===== src/design/cantx_unused_guard.sv =====
// Holds no logic: every module of the block lives in a file of its own name.


===== src/inc/cantx_pkg.sv =====
// Constants, register map and mailbox bit mapping for the CAN transmit mailbox control.
// Assumes a 25 MHz system clock and a protocol engine that reports per-mailbox events.
package cantx_pkg;

    localparam int unsigned AW = 5;

    localparam logic [AW-1:0] OFS_PEND   = 5'h00;
    localparam logic [AW-1:0] OFS_CANCEL = 5'h04;
    localparam logic [AW-1:0] OFS_DONE   = 5'h08;
    localparam logic [AW-1:0] OFS_ABORT  = 5'h0c;
    localparam logic [AW-1:0] OFS_IRQST  = 5'h10;
    localparam logic [AW-1:0] OFS_IRQMSK = 5'h14;

    localparam int unsigned RSV_POS    = 8;
    localparam logic [15:0] MB_MASK    = 16'hfeff;
    localparam logic [15:0] PEND_RSV   = 16'h0100;
    localparam logic [15:0] VEC_RST    = 16'h0000;

    localparam int unsigned IRQ_TX_POS = 0;
    localparam int unsigned IRQ_AB_POS = 1;
    localparam logic [1:0]  IRQ_RST    = 2'h0;

    typedef enum logic [2:0] {
        CANTX_R_PEND,
        CANTX_R_CANCEL,
        CANTX_R_DONE,
        CANTX_R_ABORT,
        CANTX_R_IRQST,
        CANTX_R_IRQMSK,
        CANTX_R_NONE
    } cantx_reg_t;

    // Register layout bit position for mailbox 1..15
    function automatic int unsigned cantx_mb_pos(input int unsigned mb);
        return (mb <= 7) ? mb + 8 : mb - 8;
    endfunction

    // Mailbox-indexed vector (bit 0 unused) into register layout
    function automatic logic [15:0] cantx_mb_to_reg(input logic [15:1] mb_vec);
        logic [15:0] r;
        r = 16'h0000;
        for (int unsigned n = 1; n <= 15; n++)
        begin
            r[cantx_mb_pos(n)] = mb_vec[n];
        end
        return r;
    endfunction

    // Register layout into mailbox-indexed vector
    function automatic logic [15:1] cantx_reg_to_mb(input logic [15:0] r);
        logic [15:1] m;
        m = 15'h0000;
        for (int unsigned n = 1; n <= 15; n++)
        begin
            m[n] = r[cantx_mb_pos(n)];
        end
        return m;
    endfunction

    function automatic cantx_reg_t cantx_decode(input logic [AW-1:0] a);
        unique case (a)
            OFS_PEND:   return CANTX_R_PEND;
            OFS_CANCEL: return CANTX_R_CANCEL;
            OFS_DONE:   return CANTX_R_DONE;
            OFS_ABORT:  return CANTX_R_ABORT;
            OFS_IRQST:  return CANTX_R_IRQST;
            OFS_IRQMSK: return CANTX_R_IRQMSK;
            default:    return CANTX_R_NONE;
        endcase
    endfunction

endpackage


===== src/inc/cantx_reg_if.sv =====
// Register access strobes between the APB slave and the mailbox core.
// Assumes both ends run on the same clock.
interface cantx_reg_if;
    import cantx_pkg::*;
    logic        wr_en;
    cantx_reg_t  sel;
    logic [15:0] wdata;
    logic [15:0] rdata;

    modport slv  (output wr_en, output sel, output wdata, input rdata);
    modport core (input wr_en, input sel, input wdata, output rdata);
endinterface


===== src/design/cantx_apb_slv.sv =====
// APB slave front end: one wait state, registered answer, error on unmapped address.
// Assumes a well-behaved APB master holding the request until pready.
module cantx_apb_slv
    import cantx_pkg::*;
(
    input  wire logic          clk,     // System clock
    input  wire logic          rst,     // Asynchronous reset
    input  wire logic          psel,    // APB select
    input  wire logic          penable, // APB enable
    input  wire logic          pwrite,  // APB direction
    input  wire logic [31:0]   paddr,   // APB byte address
    input  wire logic [31:0]   pwdata,  // APB write data
    output logic               pready,  // APB ready
    output logic [31:0]        prdata,  // APB read data
    output logic               pslverr, // APB error
    cantx_reg_if.slv           rif      // Core register strobes
);
    logic        pready_q, pready_d;
    logic        perr_q, perr_d;
    logic [31:0] prdata_q, prdata_d;
    logic        mapped;
    cantx_reg_t  sel;

    always_comb
    begin
        mapped   = (paddr[31:AW] == '0);
        sel      = mapped ? cantx_decode(paddr[AW-1:0]) : CANTX_R_NONE;
        pready_d = psel & penable & ~pready_q;
        perr_d   = pready_d & (sel == CANTX_R_NONE);
        prdata_d = (pready_d & ~pwrite) ? {16'h0000, rif.rdata} : 32'h0000_0000;
        // Write lands on the edge where the master samples pready high
        rif.wr_en = psel & penable & pready_q & pwrite & ~perr_q;
        rif.sel   = sel;
        rif.wdata = pwdata[15:0];
    end

    always_ff @(posedge clk or posedge rst)
    begin
        if (rst)
        begin
            pready_q <= 1'b0;
            perr_q   <= 1'b0;
            prdata_q <= 32'h0000_0000;
        end
        else
        begin
            pready_q <= pready_d;
            perr_q   <= perr_d;
            prdata_q <= prdata_d;
        end
    end

    assign pready  = pready_q;
    assign pslverr = perr_q;
    assign prdata  = prdata_q;
endmodule // cantx_apb_slv


===== src/design/cantx_mbox_ctrl.sv =====
// Transmit mailbox control: pending, cancel, done and abort-done vectors, interrupt.
// Assumes the protocol engine pulses tx_ok/abort_ok for one cycle per completed mailbox.
//
// Implementation choices: the APB register port and the address map.
module cantx_mbox_ctrl
    import cantx_pkg::*;
(
    input  wire logic          clk,          // System clock, 25 MHz
    input  wire logic          rst,          // Asynchronous reset, active high
    input  wire logic          psel,         // APB select
    input  wire logic          penable,      // APB enable
    input  wire logic          pwrite,       // APB direction
    input  wire logic [31:0]   paddr,        // APB byte address
    input  wire logic [31:0]   pwdata,       // APB write data
    output logic               pready,       // APB ready
    output logic [31:0]        prdata,       // APB read data
    output logic               pslverr,      // APB error
    input  wire logic [15:1]   tx_ok_mb,     // Engine: mailbox sent error-free, pulse
    input  wire logic [15:1]   abort_ok_mb,  // Engine: mailbox cancel completed, pulse
    output logic [15:1]        tx_wait_mb,   // Mailboxes waiting for arbitration
    output logic [15:1]        cancel_mb,    // Mailboxes with cancel requested
    output logic               irq           // Level interrupt
);
    cantx_reg_if rif ();

    cantx_apb_slv u_apb (
        .clk     (clk),
        .rst     (rst),
        .psel    (psel),
        .penable (penable),
        .pwrite  (pwrite),
        .paddr   (paddr),
        .pwdata  (pwdata),
        .pready  (pready),
        .prdata  (prdata),
        .pslverr (pslverr),
        .rif     (rif)
    );

    logic [15:0] pend_q, pend_d;
    logic [15:0] cancel_q, cancel_d;
    logic [15:0] done_q, done_d;
    logic [15:0] abort_q, abort_d;
    logic [1:0]  irqst_q, irqst_d;
    logic [1:0]  irqmsk_q, irqmsk_d;
    logic        irq_q, irq_d;

    logic [15:0] ev_tx, ev_ab;
    logic [15:0] wr_val;
    logic        wr_pend, wr_cancel, wr_done, wr_abort, wr_irqst, wr_irqmsk;

    // Events only count for mailboxes that are actually waiting
    always_comb
    begin
        ev_tx = cantx_mb_to_reg(tx_ok_mb) & MB_MASK & pend_q;
        ev_ab = cantx_mb_to_reg(abort_ok_mb) & MB_MASK & pend_q & cancel_q;
        ev_tx = ev_tx & ~ev_ab;
    end

    always_comb
    begin
        wr_val    = rif.wdata & MB_MASK;
        wr_pend   = rif.wr_en & (rif.sel == CANTX_R_PEND);
        wr_cancel = rif.wr_en & (rif.sel == CANTX_R_CANCEL);
        wr_done   = rif.wr_en & (rif.sel == CANTX_R_DONE);
        wr_abort  = rif.wr_en & (rif.sel == CANTX_R_ABORT);
        wr_irqst  = rif.wr_en & (rif.sel == CANTX_R_IRQST);
        wr_irqmsk = rif.wr_en & (rif.sel == CANTX_R_IRQMSK);
    end

    // Mailbox vectors; a hardware set always wins over a same-cycle clear
    always_comb
    begin
        // Writing 0 to a pending bit is ignored; only completion clears it
        pend_d = pend_q & ~(ev_tx | ev_ab);
        if (wr_pend)
        begin
            pend_d = pend_d | wr_val;
        end
        // Cancel bit drops the cycle after its pending bit is gone
        cancel_d = cancel_q & pend_q;
        if (wr_cancel)
        begin
            cancel_d = cancel_d | wr_val;
        end
        done_d = done_q;
        if (wr_done)
        begin
            done_d = done_d & ~wr_val;
        end
        done_d = done_d | ev_tx;
        abort_d = abort_q;
        if (wr_abort)
        begin
            abort_d = abort_d & ~wr_val;
        end
        abort_d = abort_d | ev_ab;
    end

    // Interrupt status and mask
    always_comb
    begin
        irqst_d = irqst_q;
        if (wr_irqst)
        begin
            irqst_d = irqst_d & ~rif.wdata[1:0];
        end
        irqst_d[IRQ_TX_POS] = irqst_d[IRQ_TX_POS] | (|ev_tx);
        irqst_d[IRQ_AB_POS] = irqst_d[IRQ_AB_POS] | (|ev_ab);
        irqmsk_d = wr_irqmsk ? rif.wdata[1:0] : irqmsk_q;
        irq_d    = |(irqst_q & irqmsk_q);
    end

    always_ff @(posedge clk or posedge rst)
    begin
        if (rst)
        begin
            pend_q   <= VEC_RST;
            cancel_q <= VEC_RST;
            done_q   <= VEC_RST;
            abort_q  <= VEC_RST;
            irqst_q  <= IRQ_RST;
            irqmsk_q <= IRQ_RST;
            irq_q    <= 1'b0;
        end
        else
        begin
            pend_q   <= pend_d;
            cancel_q <= cancel_d;
            done_q   <= done_d;
            abort_q  <= abort_d;
            irqst_q  <= irqst_d;
            irqmsk_q <= irqmsk_d;
            irq_q    <= irq_d;
        end
    end

    // Read mux; reserved bit 8 of the pending vector reads as 1
    always_comb
    begin
        rif.rdata = 16'h0000;
        unique case (rif.sel)
            CANTX_R_PEND:   rif.rdata = pend_q | PEND_RSV;
            CANTX_R_CANCEL: rif.rdata = cancel_q & MB_MASK;
            CANTX_R_DONE:   rif.rdata = done_q & MB_MASK;
            CANTX_R_ABORT:  rif.rdata = abort_q & MB_MASK;
            CANTX_R_IRQST:  rif.rdata = {14'h0000, irqst_q};
            CANTX_R_IRQMSK: rif.rdata = {14'h0000, irqmsk_q};
            CANTX_R_NONE:   rif.rdata = 16'h0000;
        endcase
    end

    // Permutation of flip-flop bits only, so outputs still come straight from registers
    assign tx_wait_mb = cantx_reg_to_mb(pend_q);
    assign cancel_mb  = cantx_reg_to_mb(cancel_q);
    assign irq        = irq_q;

    // A write of one in the same cycle keeps a pending bit, so those bits are masked out
    logic [15:0] tx_ev_q;
    logic [15:0] wr_set_q;
    always_ff @(posedge clk or posedge rst)
    begin
        if (rst)
        begin
            tx_ev_q  <= 16'h0000;
            wr_set_q <= 16'h0000;
        end
        else
        begin
            tx_ev_q  <= ev_tx;
            wr_set_q <= wr_pend ? wr_val : 16'h0000;
        end
    end
endmodule // cantx_mbox_ctrl


===== config.mk =====
export PLATFORM = sky130hd
export DESIGN_NAME = cantx_mbox_ctrl
export DESIGN_NICKNAME = d
export VERILOG_FILES = /design/src/design/cantx_unused_guard.sv /design/src/inc/cantx_pkg.sv /design/src/inc/cantx_reg_if.sv /design/src/design/cantx_apb_slv.sv /design/src/design/cantx_mbox_ctrl.sv
export SDC_FILE = /design/constraint.sdc
export NUM_CORES = 1
export LEC_CHECK = 0
export BUFFER_PORTS_ARGS = -buffer_cell sky130_fd_sc_hd__buf_2
export CORE_AREA = 2 2 93 95
export DETAILED_ROUTE_END_ITERATION = 10
export DIE_AREA = 0 0 95 97
export PLACE_DENSITY = 0.86
export SLEW_MARGIN = 20
export SYNTH_ARGS = -nofsm -noshare
export SYNTH_HDL_FRONTEND = slang
export SYNTH_HIERARCHICAL = 1
export SYNTH_SLANG_ARGS = --single-unit

===== constraint.sdc =====
create_clock -name clk -period 5.5 [get_ports clk]
set_clock_uncertainty 0.2 [all_clocks]
set_input_delay 1.1 -clock clk [delete_from_list [all_inputs] [get_ports clk]]
set_output_delay 1.1 -clock clk [all_outputs]
set_load 0.05 [all_outputs]

==> impl_metrics.py <==
metrics = {
    "sta": {
        "timing.final.crit_share_pct": 65.5,
        "fmaxAchievable_ghz": 0.278,
        "tns_ns": 0,
        "hold_ws_ns": 0.277,
        "rsz0062_at_grt": "no",
        "period_minus_slack_ns": 3.60,
        "final_max_slew_viol_count": 0,
        "max_slew.worst_pin.slew_ns": 0.884,
        "hold_viol": 0,
        "maxSlewHeadroom_pct": 41.0,
        "setup_violations": 0,
    },
    "route": {
        "vias": 3994,
        "drtAntennaViolNets": 0,
        "routedWlPerCell_um": 15.9,
        "drt_iter0_markers": 316,
        "vias_per_cell": 5.60,
        "drcViolationCount": 0,
        "drtPass1Iterations": 5,
        "routed_wl_mm": 11.3,
    },
    "clock_network": {
        "ctsResizeCount": 0,
        "clk_latency_ns": 0.36,
        "cts_tree": "yes",
        "clock-sinks": 83,
        "cts.htree.levels": 3,
        "cts_root_buf": "clkbuf_8",
        "postCtsSetupBuffers": 0,
        "cts_buffer_depth": 2,
        "cts_buffers": 9,
        "cts_hold_buf": 0,
        "clk_pin_slew_ns": 0.09,
    },
    "floorplanning": {
        "die_w_um": 95,
        "die_area_mm2": 0.00922,
        "pin_count": 164,
        "num_rows": 33,
        "core_mm2": 0.00813,
        "dieHeight_um": 97,
        "initial_core_util_pct": 52.4,
    },
    "setup_path": {
        "reg2reg_depth": 8,
        "cp-end-kind": "flip-flop",
        "critPathLaunchType": "input port",
        "critPathMaxFanout": 27,
        "worst_path_most_repeated_cell": "nand2_1",
        "required_ns": 5.55,
        "crit_path_cell_trace": "buf_2, nor4_1, and4_1, and4_2, nand2_1, nor2_1, buf_4, nand2_1, nand2_1, nand2_1",
        "cp_slowest_stage_delay_ns": 0.62,
        "critical-path-top-delay-family": "simple AND/OR/NAND/NOR gates",
        "crit_type": "input port to flip-flop",
        "cp_num_buf_inv": 2,
        "arrival_ns": 3.65,
        "cp_slowest_cell": "and4_2",
        "r2r_slack_ns": 2.91,
        "crit-reg2reg-capture": "abort_q[5]",
        "reg2reg_from": "u_apb/pready",
    },
    "job": {
        "drv_cap": 0,
    },
    "min_path": {
        "min_path_cells": 2,
        "holdCritPathClass": "flip-flop to flip-flop",
        "worstHoldStart": "abort_q[11]",
        "hold_end": "abort_q[11]",
    },
    "place": {
        "port_buffers": 130,
        "dp_hpwl_mm": 8.20,
        "gp_congestion": 0.840,
    },
    "final_layout": {
        "syn2layout_area_growth_pct": 19.1,
        "nFillCells": 652,
        "final_common_cell": "nand2_1",
        "drive_above_1_share_pct": 26.6,
        "nNetsFinal": 702,
        "seq_area_mm2": 0.00208,
        "multi_input_area_mm2": 0.00190,
        "mostFrequentLayoutCells": "nand2_1, buf_2, dfrtp_1, o21ai_0, nand3_1",
        "diodes": 0,
    },
    "power_and_ir_drop": {
        "power.leakage_nw": 2.63,
        "p_per_area_mw_per_mm2": 243,
        "vdd_drop_max_uv": 129,
    },
    "status": {
        "status": "complete, no violations",
    },
    "global_route": {
        "grt_overflow_total": 0,
        "first_global_vias": 3684,
        "antenna_found_initial": 0,
        "grt_use_total_pct": 24.8,
        "grt_max_degree": 66,
        "grt_pass1_wl_mm": 17.9,
    },
    "synth": {
        "synth_area_mm2": 0.00426,
        "yosysWarnings": 6,
        "synthCells": 490,
        "syn_avg_cell_area_um2": 8.69,
    },
}
-- metal layers --
layer | wire length, um | track usage, % | vias up | part of all wire [%]
met5 | 0 | 0 | - | 0
met4 | 231 | 8.92 | 0 | 2.0
met3 | 899 | 3.35 | 24 | 7.9
met2 | 5660 | 40.8 | 199 | 50
met1 | 4530 | 33.4 | 1911 | 40
li1 | - | - | 1860 | -
-- tightest hold or removal path, delay by kind of cell, from the launching register on --
kind             cells  cell delay [ns]
flip-flops           1             0.35
AND/OR/NAND/NOR      2             0.10
-- sequential cells by signal, summed over array words and instances (netlist names), 2 cells and up --
register,cells
abort_q,15
irqst_q,2
cancel_q,15
u_apb/prdata,16
irqmsk_q,2
pend_q,15
done_q,15
-- layout make-up --
cell class	instances	area share (%)
Clock buffer	10	2.71
Multi-Input combinational cell	368	37.5
Sequential cell	83	40.9
Timing Repair Buffer	136	13.7
Clock inverter	6	2.19
Tap cell	105	2.59
Inverter	5	0.370
-- report_power, final --
group          leakage (nW)  switching (mW)  internal, mW  total (mW)
Clock                 0.123           0.224         0.315       0.539
Sequential             1.16        0.000905         0.610       0.611
Combinational          1.35          0.0593        0.0238      0.0830
-- through the flow --
step	cell area, um2	instances	worst slack (ns)	power (mW)	util (%)
after detailed placement	4830	697	1.61	0.706	59.3
after global placement	4830	697	1.66	0.704	59.3
final	5080	713	1.90	1.23	62.4
after floorplan	4320	505	2.45	0.684	-
after CTS	5080	713	1.97	1.23	62.4
after global routing	5080	713	1.70	1.27	62.4
-- worst max path at each step --
| stage | start | to | slack, ns | cells past startpoint |
|---|---|---|---|---|
| floorplan | paddr[0] | u_apb/prdata[5] | 2.45 | 9 |
| global placement | paddr[0] | cancel_q[6] | 1.66 | 8 |
| detailed placement | paddr[0] | abort_q[4] | 1.61 | 10 |
| CTS | paddr[0] | abort_q[5] | 1.97 | 10 |
| global route | paddr[14] | abort_q[12] | 1.70 | 10 |
| finish | paddr[0] | abort_q[5] | 1.90 | 10 |
Note: power is estimated with default switching activity, not from simulation.
